$ cat src/common/disk_cmd_pkg.sv
package disk_cmd_pkg;

   // Command phases
   typedef enum logic [2:0] {
      PH_COMMAND = 3'b001,
      PH_EXEC    = 3'b010,
      PH_RESULT  = 3'b100
   } phase_t;

   typedef enum logic [3:0] {
      K_INVALID   = 4'h0,
      K_READ      = 4'h1,
      K_WRITE     = 4'h2,
      K_FORMAT    = 4'h3,
      K_VERIFY    = 4'h4,
      K_SEEK      = 4'h5,
      K_REL_SEEK  = 4'h6,
      K_RECAL     = 4'h7,
      K_SENSE_INT = 4'h8,
      K_SPECIFY   = 4'h9,
      K_CONFIGURE = 4'ha,
      K_PERP      = 4'hb
   } cmd_kind_t;

   // Sector data path modes
   typedef enum logic [1:0] {
      M_READ   = 2'h0,
      M_WRITE  = 2'h1,
      M_FORMAT = 2'h2
   } gate_mode_t;

   // Opcode byte layout
   localparam logic [4:0] OP_READ      = 5'h06;
   localparam logic [4:0] OP_WRITE     = 5'h05;
   localparam logic [4:0] OP_FORMAT    = 5'h0d;
   localparam logic [4:0] OP_VERIFY    = 5'h16;
   localparam logic [4:0] OP_SEEK      = 5'h0f;
   localparam logic [4:0] OP_RECAL     = 5'h07;
   localparam logic [4:0] OP_SENSE_INT = 5'h08;
   localparam logic [4:0] OP_SPECIFY   = 5'h03;
   localparam logic [4:0] OP_CONFIGURE = 5'h13;
   localparam logic [4:0] OP_PERP      = 5'h12;
   localparam logic [7:0] OP_REL_SEEK_MASK = 8'hbf;
   localparam logic [7:0] OP_REL_SEEK      = 8'h8f;
   localparam int         DIR_BIT          = 6;
   localparam int         EC_BIT           = 7;
   localparam int         HEAD_BIT         = 2;

   // Parameter byte counts
   localparam logic [3:0] NPAR_RW   = 4'h8;
   localparam logic [3:0] NPAR_FMT  = 4'h5;
   localparam logic [3:0] NPAR_SEEK = 4'h2;
   localparam logic [3:0] NPAR_ONE  = 4'h1;
   localparam logic [3:0] NPAR_SPEC = 4'h2;
   localparam logic [3:0] NPAR_CONF = 4'h3;
   localparam logic [3:0] NPAR_NONE = 4'h0;

   // Configure and perpendicular-mode byte fields
   localparam int EIS_BIT   = 6;
   localparam int QUEUE_ENABLE_N_BIT = 5;
   localparam int THR_LSB   = 0;
   localparam int THR_MSB   = 3;
   localparam int PERP_LSB  = 2;
   localparam int PERP_MSB  = 5;

   // Reset values and status codes
   localparam logic       QUEUE_EN_N_RST = 1'b1;
   localparam logic [3:0] THR_RST        = 4'h0;
   localparam logic [7:0] ST0_INVALID    = 8'h80;
   localparam logic [7:0] ST0_NORMAL     = 8'h00;

   // Sector length: 128 << size code
   localparam int         SECT_BASE_LOG2 = 7;
   localparam int         SECT_CNT_W     = 15;

   typedef struct packed {
      logic [1:0] unit;
      logic       head;
      logic [7:0] cylinder;
      logic [7:0] sector;
      logic [2:0] size_code;
      logic [7:0] last_sector_number;
      logic [7:0] gap_len;
      logic [7:0] special_length;
      logic [7:0] sectors_per_track;
      logic [7:0] fill_pattern;
      logic       step_inward;
      logic       count_enable;
   } cmd_params_t;

   typedef struct packed {
      logic       queue_enable_n;
      logic       implied_seek_enable;
      logic [3:0] fifo_threshold;
      logic [3:0] vertical_drive_flags;
   } disk_config_t;

endpackage

$ cat src/sector_byte_gate.sv
`timescale 1ns/1ps
module sector_byte_gate
   import disk_cmd_pkg::*;
(
   input  wire logic       i_ref_clk,
   input  wire logic       i_rst_n,
   input  wire logic       i_start,
   input  wire logic       i_byte_strobe,
   input  gate_mode_t      i_mode,
   input  wire logic [2:0] i_size_code,
   input  wire logic [7:0] i_special_length,
   input  wire logic [7:0] i_fill_pattern,
   input  wire logic [7:0] i_host_byte,
   output logic [7:0]      o_disk_byte,
   output logic            o_host_pass,
   output logic            o_crc_take,
   output logic            o_sector_end
);
   import disk_cmd_pkg::*;

   logic [SECT_CNT_W-1:0] pos_q;
   logic [SECT_CNT_W-1:0] pos_d;
   logic [SECT_CNT_W-1:0] phys_len;
   logic [SECT_CNT_W-1:0] host_len;
   logic                  last_byte;
   logic                  in_host;
   logic [7:0]            byte_d;

   // Shift sum needs four bits: code 7 plus 7 is 14
   assign phys_len = SECT_CNT_W'(1) << (4'(i_size_code) + 4'(SECT_BASE_LOG2));
   // Code zero takes the special length, else it is ignored
   assign host_len = (i_size_code == 3'h0) ? SECT_CNT_W'(i_special_length)
                                            : phys_len;
   assign last_byte = (pos_q == phys_len - SECT_CNT_W'(1));
   assign in_host   = (pos_q < host_len);
   assign pos_d     = (i_start || (i_byte_strobe && last_byte)) ? '0
                    : (i_byte_strobe ? pos_q + SECT_CNT_W'(1) : pos_q);
   assign byte_d    = (i_mode == M_FORMAT) ? i_fill_pattern
                    : (in_host ? i_host_byte : 8'h00);

   always_ff @(posedge i_ref_clk or negedge i_rst_n) begin
      if (!i_rst_n) begin
         pos_q        <= '0;
         o_disk_byte  <= 8'h00;
         o_host_pass  <= 1'b0;
         o_crc_take   <= 1'b0;
         o_sector_end <= 1'b0;
      end else begin
         pos_q        <= pos_d;
         o_disk_byte  <= byte_d;
         // Whole sector is read, only the host part is passed on
         o_host_pass  <= i_byte_strobe && in_host && (i_mode == M_READ);
         o_crc_take   <= i_byte_strobe;
         o_sector_end <= i_byte_strobe && last_byte;
      end
   end
endmodule

$ cat src/disk_cmd_param_decoder.sv
`timescale 1ns/1ps
// Functional notes
// - Command bytes are taken only in the command phase with request flag up.
// - First byte is opcode-checked; bad opcode raises the interrupt.
// - After a bad opcode, sense-interrupt reports the invalid-command status.
// - Cylinder is a full eight-bit value, 0 through 255.
// - Format writes the fill pattern into every data field.
// - One vertical-recording flag per drive, one means perpendicular.
// - Relative seek direction: zero steps outward, one steps inward.
// - Two unit-select bits decode to drive 0 to 3.
// - Size code zero: special length sets host byte count.
// - Short reads fetch the whole sector but pass only the host part.
// - Short writes pad the sector remainder with zero bytes.
// - CRC covers every physical byte of the sector.
// - Nonzero size code ignores the special length; host should send FF.
// - Count enable turns the verify length slot into sectors per track.
// - Queue enable is active low and resets to disabled.
// - Implied seek precedes read or write commands carrying a cylinder.
// - Last sector number ends the transfer on the track.
// - Sector length is 128 times two to the size code, codes 0 to 7.
module disk_cmd_param_decoder
   import disk_cmd_pkg::*;
(
   input  wire logic                i_ref_clk,
   input  wire logic                i_rst_n,
   input  wire logic                i_cmd_wr,
   input  wire logic [7:0]          i_cmd_byte,
   input  wire logic                i_exec_done,
   input  wire logic                i_result_done,
   input  wire logic                i_byte_strobe,
   input  wire logic [7:0]          i_host_byte,
   output logic                     o_request_for_master,
   output logic                     o_transfer_direction_flag,
   output logic                     o_cmd_busy,
   output logic                     o_irq,
   output logic                     o_exec_start,
   output disk_cmd_pkg::cmd_kind_t  o_cmd_kind,
   output disk_cmd_pkg::cmd_params_t o_params,
   output disk_cmd_pkg::disk_config_t o_config,
   output logic                     o_seek_first,
   output logic [7:0]               o_sense_status,
   output logic [3:0]               o_drive_select,
   output logic [7:0]               o_disk_byte,
   output logic                     o_host_pass,
   output logic                     o_crc_take,
   output logic                     o_sector_end
);
   import disk_cmd_pkg::*;

   // Opcode check: anything unlisted is invalid
   function automatic cmd_kind_t decode_op(input logic [7:0] b);
      cmd_kind_t k;
      k = K_INVALID;
      if ((b & OP_REL_SEEK_MASK) == OP_REL_SEEK) begin
         k = K_REL_SEEK;
      end else begin
         case (b[4:0])
            OP_READ:      k = K_READ;
            OP_WRITE:     k = K_WRITE;
            OP_FORMAT:    k = K_FORMAT;
            OP_VERIFY:    k = K_VERIFY;
            OP_SEEK:      k = (b[7:5] == 3'h0) ? K_SEEK : K_INVALID;
            OP_RECAL:     k = K_RECAL;
            OP_SENSE_INT: k = K_SENSE_INT;
            OP_SPECIFY:   k = K_SPECIFY;
            OP_CONFIGURE: k = K_CONFIGURE;
            OP_PERP:      k = K_PERP;
            default:      k = K_INVALID;
         endcase
      end
      return k;
   endfunction

   function automatic logic [3:0] param_count(input cmd_kind_t k);
      logic [3:0] n;
      n = NPAR_NONE;
      case (k)
         K_READ, K_WRITE, K_VERIFY: n = NPAR_RW;
         K_FORMAT:                  n = NPAR_FMT;
         K_SEEK, K_REL_SEEK:        n = NPAR_SEEK;
         K_RECAL, K_PERP:           n = NPAR_ONE;
         K_SPECIFY:                 n = NPAR_SPEC;
         K_CONFIGURE:               n = NPAR_CONF;
         default:                   n = NPAR_NONE;
      endcase
      return n;
   endfunction

   // Binary unit number to one-hot drive line
   function automatic logic [3:0] unit_onehot(input logic [1:0] u);
      return 4'h1 << u;
   endfunction

   // Next phase once all bytes of a command are in
   function automatic phase_t phase_after_cmd(input cmd_kind_t k);
      phase_t p;
      case (k)
         K_SENSE_INT:                     p = PH_RESULT;
         K_SPECIFY, K_CONFIGURE, K_PERP:  p = PH_COMMAND;
         default:                         p = PH_EXEC;
      endcase
      return p;
   endfunction

   phase_t       phase_q;
   phase_t       phase_d;
   cmd_kind_t    kind_q;
   cmd_kind_t    kind_d;
   logic [3:0]   idx_q;
   logic [3:0]   idx_d;
   logic [3:0]   need_q;
   logic [3:0]   need_d;
   cmd_params_t  par_q;
   cmd_params_t  par_d;
   disk_config_t cfg_q;
   disk_config_t cfg_d;
   logic         invalid_pend_q;
   logic         invalid_pend_d;
   logic         rqm_q;
   logic         irq_q;
   logic         irq_d;
   logic         start_q;
   logic         seek_first_q;
   logic [7:0]   sense_q;
   logic [7:0]   sense_d;

   logic         in_cmd;
   logic         take;
   logic         take_op;
   logic         take_par;
   cmd_kind_t    new_kind;
   logic [3:0]   new_need;
   logic         op_bad;
   logic         last_par;
   logic         op_only;
   logic         cmd_complete;
   cmd_kind_t    done_kind;
   logic         has_cyl;
   gate_mode_t   gate_mode;

   // Writes outside the command phase or while processing are dropped
   assign in_cmd   = (phase_q == PH_COMMAND);
   assign take     = i_cmd_wr && in_cmd && rqm_q;
   assign take_op  = take && (idx_q == 4'h0);
   assign take_par = take && (idx_q != 4'h0);
   assign new_kind = decode_op(i_cmd_byte);
   assign new_need = param_count(new_kind);
   assign op_bad   = take_op && (new_kind == K_INVALID);
   assign op_only  = take_op && !op_bad && (new_need == NPAR_NONE);
   assign last_par = take_par && (idx_q == need_q);
   assign cmd_complete = op_only || last_par;
   assign done_kind    = op_only ? new_kind : kind_q;
   assign has_cyl  = (done_kind == K_READ) || (done_kind == K_WRITE);

   // Byte index and phase sequencing
   always_comb begin
      phase_d = phase_q;
      kind_d  = kind_q;
      idx_d   = idx_q;
      need_d  = need_q;
      case (phase_q)
         PH_COMMAND: begin
            if (take_op && !op_bad) begin
               kind_d = new_kind;
               need_d = new_need;
               idx_d  = 4'h1;
            end
            if (cmd_complete) begin
               idx_d   = 4'h0;
               phase_d = phase_after_cmd(done_kind);
            end else if (take_par) begin
               idx_d = idx_q + 4'h1;
            end
         end
         PH_EXEC: begin
            if (i_exec_done) begin
               phase_d = ((kind_q == K_SEEK) || (kind_q == K_REL_SEEK) ||
                          (kind_q == K_RECAL)) ? PH_COMMAND : PH_RESULT;
            end
         end
         PH_RESULT: begin
            if (i_result_done) begin
               phase_d = PH_COMMAND;
            end
         end
         default: begin
            phase_d = PH_COMMAND;
            idx_d   = 4'h0;
         end
      endcase
   end

   // Invalid opcode interrupt and its sense report
   always_comb begin
      irq_d          = irq_q;
      invalid_pend_d = invalid_pend_q;
      sense_d        = sense_q;
      if (op_only && (new_kind == K_SENSE_INT)) begin
         sense_d        = invalid_pend_q ? ST0_INVALID : ST0_NORMAL;
         invalid_pend_d = 1'b0;
         irq_d          = 1'b0;
      end
      // A new bad opcode wins over any clear
      if (op_bad) begin
         irq_d          = 1'b1;
         invalid_pend_d = 1'b1;
      end
      if ((phase_q == PH_EXEC) && i_exec_done) begin
         irq_d = 1'b1;
      end
   end

   // Field capture; held until the next command overwrites them
   always_comb begin
      par_d = par_q;
      cfg_d = cfg_q;
      if (take_op && !op_bad) begin
         par_d.step_inward = i_cmd_byte[DIR_BIT];
      end
      if (take_par) begin
         case (kind_q)
            K_READ, K_WRITE, K_VERIFY: begin
               case (idx_q)
                  4'h1: begin
                     par_d.unit         = i_cmd_byte[1:0];
                     par_d.head         = i_cmd_byte[HEAD_BIT];
                     par_d.count_enable = (kind_q == K_VERIFY) &&
                                          i_cmd_byte[EC_BIT];
                  end
                  4'h2: par_d.cylinder  = i_cmd_byte;
                  4'h3: par_d.head      = i_cmd_byte[0];
                  4'h4: par_d.sector    = i_cmd_byte;
                  4'h5: par_d.size_code = i_cmd_byte[2:0];
                  4'h6: par_d.last_sector_number = i_cmd_byte;
                  4'h7: par_d.gap_len   = i_cmd_byte;
                  4'h8: begin
                     // Same slot, two meanings
                     if (par_q.count_enable) begin
                        par_d.sectors_per_track = i_cmd_byte;
                     end else begin
                        par_d.special_length = i_cmd_byte;
                     end
                  end
                  default: par_d = par_q;
               endcase
            end
            K_FORMAT: begin
               case (idx_q)
                  4'h1: begin
                     par_d.unit = i_cmd_byte[1:0];
                     par_d.head = i_cmd_byte[HEAD_BIT];
                  end
                  4'h2: par_d.size_code         = i_cmd_byte[2:0];
                  4'h3: par_d.sectors_per_track = i_cmd_byte;
                  4'h4: par_d.gap_len           = i_cmd_byte;
                  4'h5: par_d.fill_pattern      = i_cmd_byte;
                  default: par_d = par_q;
               endcase
            end
            K_SEEK, K_REL_SEEK, K_RECAL: begin
               if (idx_q == 4'h1) begin
                  par_d.unit = i_cmd_byte[1:0];
                  par_d.head = i_cmd_byte[HEAD_BIT];
               end else begin
                  par_d.cylinder = i_cmd_byte;
               end
            end
            K_CONFIGURE: begin
               if (idx_q == 4'h2) begin
                  cfg_d.implied_seek_enable = i_cmd_byte[EIS_BIT];
                  cfg_d.queue_enable_n      = i_cmd_byte[QUEUE_ENABLE_N_BIT];
                  cfg_d.fifo_threshold      = i_cmd_byte[THR_MSB:THR_LSB];
               end
            end
            K_PERP: begin
               cfg_d.vertical_drive_flags = i_cmd_byte[PERP_MSB:PERP_LSB];
            end
            default: par_d = par_q;
         endcase
      end
   end

   // Sector data path mode follows the latched command
   assign gate_mode = (kind_q == K_FORMAT) ? M_FORMAT
                    : ((kind_q == K_WRITE) ? M_WRITE : M_READ);

   always_ff @(posedge i_ref_clk or negedge i_rst_n) begin
      if (!i_rst_n) begin
         phase_q        <= PH_COMMAND;
         kind_q         <= K_INVALID;
         idx_q          <= 4'h0;
         need_q         <= NPAR_NONE;
         invalid_pend_q <= 1'b0;
         irq_q          <= 1'b0;
         sense_q        <= ST0_NORMAL;
      end else begin
         phase_q        <= phase_d;
         kind_q         <= kind_d;
         idx_q          <= idx_d;
         need_q         <= need_d;
         invalid_pend_q <= invalid_pend_d;
         irq_q          <= irq_d;
         sense_q        <= sense_d;
      end
   end

   always_ff @(posedge i_ref_clk or negedge i_rst_n) begin
      if (!i_rst_n) begin
         par_q <= '0;
         cfg_q <= '{queue_enable_n: QUEUE_EN_N_RST,
                    implied_seek_enable: 1'b0,
                    fifo_threshold: THR_RST,
                    vertical_drive_flags: 4'h0};
      end else begin
         par_q <= par_d;
         cfg_q <= cfg_d;
      end
   end

   // Request flag drops for at least one cycle after each byte taken
   always_ff @(posedge i_ref_clk or negedge i_rst_n) begin
      if (!i_rst_n) begin
         rqm_q        <= 1'b0;
         start_q      <= 1'b0;
         seek_first_q <= 1'b0;
         o_transfer_direction_flag <= 1'b0;
         o_cmd_busy                <= 1'b0;
         o_drive_select            <= 4'h1;
      end else begin
         rqm_q   <= !take && ((phase_d == PH_COMMAND) ||
                    ((phase_d == PH_RESULT) && !i_result_done));
         o_transfer_direction_flag <= (phase_d == PH_RESULT);
         o_cmd_busy                <= !((phase_d == PH_COMMAND) && (idx_d == 4'h0));
         o_drive_select            <= unit_onehot(par_d.unit);
         start_q <= cmd_complete && (phase_after_cmd(done_kind) == PH_EXEC);
         if (cmd_complete) begin
            seek_first_q <= cfg_q.implied_seek_enable && has_cyl;
         end
      end
   end

   sector_byte_gate u_gate (
      .i_ref_clk        (i_ref_clk),
      .i_rst_n          (i_rst_n),
      .i_start          (start_q),
      .i_byte_strobe    (i_byte_strobe),
      .i_mode           (gate_mode),
      .i_size_code      (par_q.size_code),
      .i_special_length (par_q.special_length),
      .i_fill_pattern   (par_q.fill_pattern),
      .i_host_byte      (i_host_byte),
      .o_disk_byte      (o_disk_byte),
      .o_host_pass      (o_host_pass),
      .o_crc_take       (o_crc_take),
      .o_sector_end     (o_sector_end)
   );

   assign o_request_for_master      = rqm_q;
   assign o_irq                     = irq_q;
   assign o_exec_start              = start_q;
   assign o_cmd_kind                = kind_q;
   assign o_params                  = par_q;
   assign o_config                  = cfg_q;
   assign o_seek_first              = seek_first_q;
   assign o_sense_status            = sense_q;

endmodule

$ cat config.mk
export PLATFORM = sky130hd
export DESIGN_NAME = disk_cmd_param_decoder
export DESIGN_NICKNAME = d
export VERILOG_FILES = /design/src/common/disk_cmd_pkg.sv /design/src/sector_byte_gate.sv /design/src/disk_cmd_param_decoder.sv
export SDC_FILE = /design/constraint.sdc
export NUM_CORES = 1
export LEC_CHECK = 0
export BUFFER_PORTS_ARGS = -buffer_cell sky130_fd_sc_hd__buf_2
export CAP_MARGIN = 15
export CORE_MARGIN = 4
export CORE_UTILIZATION = 40
export CTS_BUF_LIST = sky130_fd_sc_hd__clkbuf_8
export DETAILED_ROUTE_END_ITERATION = 8
export PLACE_DENSITY = 0.73
export SLEW_MARGIN = 20
export SYNTH_ARGS = -nofsm -noshare
export SYNTH_HDL_FRONTEND = slang
export SYNTH_SLANG_ARGS = --single-unit
$ cat constraint.sdc
create_clock -name i_ref_clk -period 2.4 [get_ports i_ref_clk]
set_input_delay 0.24 -clock i_ref_clk [delete_from_list [all_inputs] [get_ports i_ref_clk]]
set_output_delay 0.24 -clock i_ref_clk [all_outputs]
set_load 0.02 [all_outputs]
==> qor.csv, run 1 <==
stage,metric,value,unit
critical_path,CP Class,reg -> reg,
critical_path,crit-path max FO,7,
placement,dpl cell area,0.00803,sq mm
route,Via Count,5555,
die,die area,0.0187,sq mm
synth,Gate Count Post-Synth,620,
route,DR WL/cell,17.6,microns
synth,commonest register cell after synthesis,dfrtp_1,
placement,detailed-placement wirelength estimate,13800,microns
synth,Yosys top cell by area,dfrtp_1,
clock_network,total CTS buffers,17,
final_layout,area grow syn2layout,31.5,%
die,row cnt,46,
final_layout,fin nets,877,
clock_network,H-tree Lvls,4,
synth,mean post-synth cell area,10.7,sq um
synth,Post-Syn Area,0.00663,sq mm
grt,total grt overflow,0,
pwr,Pleak,4.39,nW
job,maxcap violations,0,
final_layout,Antenna diodes,0,
clock_network,clk sinks,127,
synth,Ys Warns,0,
route,Starting DRT DRC Count,333,
critical_path,WP data required,2.74,ns
synth,Async SR Flop Fraction,100,%
synth,sequential element share of the synthesized area,48.0,%
sta,"Slew Viols, Final",0,
grt,number of global-route vias before repair,5495,
clock_network,Root Driver,clkbuf_8,
grt,first-pass GRT wire length,29500,microns
synth,share of the synthesized area in the top cell type,46.8,%
sta,Final min period,2.49,ns
grt,antenna violations before repair,0,
route,drt first pass iters,5,
clock_network,clk slew on worst S/H paths,0.08,ns
placement,number of buffers added on ports,121,
sta,endpoints failing setup,10,
route,routed wire length,18700,microns
route,post-route ant nets,0,
status,failing checks,negative setup slack,
sta,post-route clock period utilization,104,%
clock_network,CTS Buffer Depth,2,
sta,Slew Limit Headroom,62.9,%
sta,total negative slack,-0.582,ns
final_layout,Final Cell Area,0.00872,sq mm
route,vias per inst,5.24,
sta,final hold viol count,0,
sta,FMAX,402,MHz
placement,GPL Wtd Cong,0.942,
sta,Tightest Pin Transition,0.554,ns
die,height of the chip,137,microns
clock_network,worst skew pair latency,0.45,ns
synth,Post-synth EDFFs,0,
sta,Worst Skew,0.0141,ns
sta,RSZ-0062 raised after global routing,yes,
pwr,PD cells,1130,mW/mm^2
grt,largest net degree at the start of global routing,64,
synth,"Distinct cells, synth",69,
critical_path,worst path arrival time,2.83,ns
synth,synth top area cells,"dfrtp_1 47%, mux2_2 12%, ha_1 4.3%",
die,Die Span X,137,microns
synth,synthesized flop and latch total,127,
hold_path,worst hold path type,in -> reg,
status,status,finished with violations,
die,Ports,129,
final_layout,fraction of layout cells with a size suffix above 1,43.4,%
route,DRC Markers,0,
critical_path,Setup crit end kind,flop,
die,core area,0.0161,sq mm
clock_network,CTS tree,built,
sta,worst setup margin,-0.0870,ns
grt,GRT Total Usage,20.4,%
die,Initial Util,41.3,%
pwr,worst vdd ir,640,uV
critical_path,Critical Path Source Type,flop,
## metrics by stage
step	total power, mW	std cells	setup WS [ns]	utilization [%]	hold slack [ns]
2_1_floorplan	5.91	627	-0.469	-	-0.0556
3_3_place_gp	7.49	1007	-0.507	50.0	0.126
3_5_place_dp	7.57	1007	-0.547	50.0	0.124
4_1_cts	9.67	1054	-0.0559	53.5	0.000163
5_1_grt	10.5	1061	-0.176	54.3	0.0150
6_report	9.85	1061	-0.0870	54.3	0.0380
## cell usage in the layout (no fill, tap or decap), drive strengths merged, types with 7 or more instances in the layout
cell type / synthesis / routed
a21o: 9 / 9
a21oi: 24 / 24
and2: 11 / 11
buf: 16 / 217
clkbuf: 21 / 17
conb: 2 / 9
dfrtp: 124 / 124
ha: 23 / 23
inv: 14 / 21
mux2: 74 / 74
nand2: 61 / 61
nand2b: 9 / 9
nand3: 21 / 21
nand3b: 7 / 7
nand4: 14 / 14
nor2: 26 / 26
nor3: 25 / 25
o21ai: 28 / 28
or2: 7 / 7
xnor2: 13 / 13
xor2: 13 / 13
## where the power goes
group          internal (mW)  total (mW)  leakage (nW)  switching, mW
Sequential              2.75        3.19          1.68          0.441
Combinational           2.14        4.91          2.52           2.77
Clock                  0.831        1.76         0.194          0.927
Total                   5.72        9.85          4.39           4.14
## final timing paths
kind / endpoint / slack, ns / from / cells after the start
worst max-delay path: u_gate.o_disk_byte[5] / -0.09 / o_params[43] / 10
worst min-delay path: u_gate.o_disk_byte[0] / 0.04 / i_host_byte[0] / 3
min in group asynchronous: u_gate.pos_q[4] / 0.19 / i_rst_n / 2
worst min register to register: invalid_pend_q / 0.48 / invalid_pend_q / 2
worst max register to register: u_gate.o_disk_byte[5] / -0.09 / o_params[43] / 10
max in group asynchronous: phase_q[0] / 1.57 / i_rst_n / 3
## synth_stat cells, drive strengths merged, types with 14 or more instances
library cell	n
mux2	74
dfrtp	124
nor3	25
nand2	61
nand3	21
nand4	14
ha	23
a21oi	24
buf	16
inv	14
clkbuf	21
o21ai	28
nor2	26
## worst max-delay path, stage by stage (launching register included)
cell	delay, ns
dfrtp_2	0.44
nor3_4	0.32
nand2_2	0.12
ha_4	0.28
a21o_1	0.11
a211o_1	0.13
a31oi_1	0.05
or4_4	0.50
o21bai_4	0.20
buf_6	0.17
o21ai_1	0.07
## registers in the layout, indices dropped and copies added, names as in the netlist, 3 cells and up
| name | count |
|---|---|
| idx_q | 4 |
| need_q | 4 |
| o_cmd_kind | 4 |
| o_config | 10 |
| o_drive_select | 4 |
| o_params | 64 |
| phase_q | 3 |
| u_gate.o_disk_byte | 8 |
| u_gate.pos_q | 15 |
## per-layer routing
| metal | wire length, microns | vias to the layer above | GRT usage (%) |
|---|---|---|---|
| met5 | 0 | - | 0 |
| met3 | 1240 | 30 | 5.63 |
| met2 | 9080 | 184 | 33.1 |
| li1 | - | 2617 | - |
| met4 | 338 | 0 | 5.99 |
| met1 | 8050 | 2724 | 26.6 |
## cell type report
cell class / count / area (sq um)
tap: 216 / 270
multi-input combinational: 449 / 3390
timing repair buffer: 223 / 1450
clock buffer: 17 / 234
sequential: 127 / 3190
inverter: 14 / 55.1
clock inverter: 15 / 138
fill: 1414 / 7340
## cell families (layout without fill, tap and decap cells)
family	count (synthesis)	count (layout)	share of synthesized area, %
fa+ha+maj	23	23	4.34
flops	127	127	48.0
buf+inv	51	269	3.55
simple gates	213	213	17.5
compound gates	99	99	9.77
other cells	2	9	0.113
xor+xnor	26	26	3.43
mux	79	79	13.3
## repair_timing
action	4_1_cts	5_1_grt
hold endpoints to repair	129	0
endpoints found under the setup margin	10	12
gates resized for setup	20	17
pin swaps	9	15
hold buffers	6	0
gates cloned	0	0
buffers inserted	9	7
No activity file was read; power rests on OpenSTA's default activity.
==> run 2: changes to the inputs <==
--- a/config.mk
+++ b/config.mk
@@ -6,12 +6,12 @@
 export NUM_CORES = 1
 export LEC_CHECK = 0
 export BUFFER_PORTS_ARGS = -buffer_cell sky130_fd_sc_hd__buf_2
-export CAP_MARGIN = 15
 export CORE_MARGIN = 4
 export CORE_UTILIZATION = 40
 export CTS_BUF_LIST = sky130_fd_sc_hd__clkbuf_8
+export CTS_CLUSTER_SIZE = 25
 export DETAILED_ROUTE_END_ITERATION = 8
-export PLACE_DENSITY = 0.73
+export PLACE_DENSITY = 0.71
 export SLEW_MARGIN = 20
 export SYNTH_ARGS = -nofsm -noshare
 export SYNTH_HDL_FRONTEND = slang
==> constraint.sdc (replaced) <==
create_clock -name i_ref_clk -period 2.3 [get_ports i_ref_clk]
set_input_delay 0.23 -clock i_ref_clk [delete_from_list [all_inputs] [get_ports i_ref_clk]]
set_output_delay 0.23 -clock i_ref_clk [all_outputs]
set_load 0.02 [all_outputs]
==> run 2 against run 1 <==
The flow still finishes with violations (negative setup slack). Register-to-register slack gained 0.04 ns. Die area unchanged. Sequential power is 5% higher. Final area is 2.1% higher. Highest routed layer unchanged.
==> qor.csv, run 2 (synthesized netlist as in run 1, its figures left out) <==
stage,metric,value,unit
status,status,finished with violations,
status,failing checks,negative setup slack,
clock_network,total CTS buffers,17,
critical_path,WP data required,2.62,ns
die,die area,0.0187,sq mm
route,DR WL/cell,17.3,microns
clock_network,clk slew on worst S/H paths,0.07,ns
critical_path,Crit path buffers/inverters,2,
route,routed wire length,18500,microns
job,maxcap violations,0,
final_layout,Finished Core Util,55.4,%
grt,total grt overflow,0,
sta,total negative slack,-0.273,ns
die,height of the chip,137,microns
route,Via Count,5605,
placement,number of buffers added on ports,121,
die,row cnt,46,
final_layout,fillers,1392,
clock_network,CTS Buffer Depth,2,
clock_network,worst skew pair latency,0.45,ns
critical_path,crit-path max FO,4,
route,drt first pass iters,5,
sta,worst setup margin,-0.153,ns
die,Initial Util,41.3,%
die,Ports,129,
clock_network,clk sinks,127,
critical_path,Critical Path Source Type,input pin,
sta,Final min period,2.45,ns
sta,Min Hold Slack,0.0402,ns
final_layout,fin nets,884,
sta,"Slew Viols, Final",0,
critical_path,CP Class,in -> reg,
die,Die Span X,137,microns
final_layout,"most common cell after layout, fill and taps aside",dfrtp_1,
critical_path,crit path cell chain,buf_6 -> or3_1 -> and3_4 -> a31o_4 -> inv_4 -> ha_4 -> or4_4 -> a311oi_4 -> nor2_2 -> o21a_1 -> or4b_1,
sta,final hold viol count,0,
grt,first-pass GRT wire length,28800,microns
critical_path,"CP delay by family, top",simple AND/OR/NAND/NOR gates,
sta,post-route clock period utilization,107,%
final_layout,fraction of layout cells with a size suffix above 1,44.5,%
final_layout,max reg flops,64,
grt,largest net degree at the start of global routing,67,
pwr,Pleak,4.42,nW
grt,antenna violations before repair,0,
final_layout,Final Cell Area,0.00890,sq mm
clock_network,Root Driver,clkbuf_8,
placement,Placed Cells,1015,
hold_path,worst hold path type,in -> reg,
critical_path,Setup crit end kind,flop,
die,core area,0.0161,sq mm
placement,detailed-placement wirelength estimate,13300,microns
pwr,worst vdd ir,777,uV
sta,RSZ-0062 raised after global routing,yes,
sta,endpoints failing setup,7,
critical_path,worst path arrival time,2.77,ns
grt,number of global-route vias before repair,5534,
grt,GRT Total Usage,19.7,%
placement,GPL Wtd Cong,0.910,
critical_path,CP max stage cell,or4_4,
sta,FMAX,408,MHz
critical_path,CP max stage delay,0.50,ns
clock_network,H-tree Lvls,4,
final_layout,Antenna diodes,0,
final_layout,area grow syn2layout,34.2,%
final_layout,"commonest cells after routing, fill and taps aside","120 x dfrtp_1, 119 x buf_2, 92 x buf_4",
route,DRC Markers,0,
clock_network,CTS tree,built,
critical_path,Worst R2R Setup Slack,-0.05,ns
route,post-route ant nets,0,
placement,dpl cell area,0.00815,sq mm
route,vias per inst,5.25,
pwr,PD cells,1170,mW/mm^2
final_layout,final non-filler cell total,1068,
sta,Worst Skew,0.0127,ns
route,Starting DRT DRC Count,368,
[run 2: cell count changes in the layout (fill, tap and decap cells not counted), sizes merged]
cell / before / now
buf: 217 / 221
bufinv: 1 / 2
clkbuf: 17 / 18
clkinv: 6 / 1
clkinvlp: 1 / 5
dlygate4sd3: 6 / 8
inv: 21 / 20
o21bai: 2 / 3
[run 2: final cells by class]
| class | count | area [sq um] | area share (%) |
|---|---|---|---|
| sequential | 127 | 3190 | 35.8 |
| tap | 216 | 270 | 3.04 |
| multi-input combinational | 450 | 3460 | 38.9 |
| timing repair buffer | 229 | 1520 | 17.1 |
| clock buffer | 18 | 248 | 2.78 |
| clock inverter | 14 | 155 | 1.74 |
| inverter | 14 | 55.1 | 0.619 |
[run 2: timing repair]
item | CTS | global route
gates resized for setup | 5 | 30
hold buffers | 8 | 0
buffers inserted | 0 | 12
pin swaps | 2 | 16
endpoints found under the setup margin | 10 | 38
endpoints found under the hold margin | 29 | 0
gates cloned | 0 | 1
[run 2: path summary, 6_finish.rpt]
kind                       cells past startpoint           start                     to
min                                            3  i_host_byte[0]  u_gate.o_disk_byte[0]
min reg2reg                                    2  invalid_pend_q         invalid_pend_q
max                                           11   i_cmd_byte[4]             o_cmd_busy
max in group asynchronous                      3         i_rst_n           o_params[44]
max reg2reg                                    9    o_params[44]  u_gate.o_disk_byte[4]
min in group asynchronous                      2         i_rst_n   o_request_for_master
[run 2: per-layer routing]
layer  part of all wire [%]  track usage (%)  vias to the layer above
met4                    1.4             5.04                        0
met3                    5.8             6.03                       26
li1                       -                -                     2646
met2                     48             31.5                      149
met1                     45             26.3                     2784
met5                      0                0                        -
[run 2: per-stage QoR]
step	power, mW	setup slack (ns)
detailed placement	8.04	-0.662
CTS	10.1	-0.124
global placement	7.99	-0.604
floorplan	6.29	-0.559
finish	10.4	-0.153
global route	11.1	-0.183
[run 2: power breakdown]
group          internal [mW]  switching (mW)
registers               2.87           0.486
clock network           1.01           0.962
logic                   2.22            2.89
total                   6.10            4.34
[run 2: worst reg2reg max path, stage by stage, from the launching register on]
cell and delay [ns]:
dfrtp_2 0.44, nor3_4 0.23, buf_6 0.14, nand2_2 0.07, ha_4 0.28, a211o_1 0.18, a31oi_1 0.06, or4_4 0.47
o21bai_4 0.26, o21ai_1 0.11
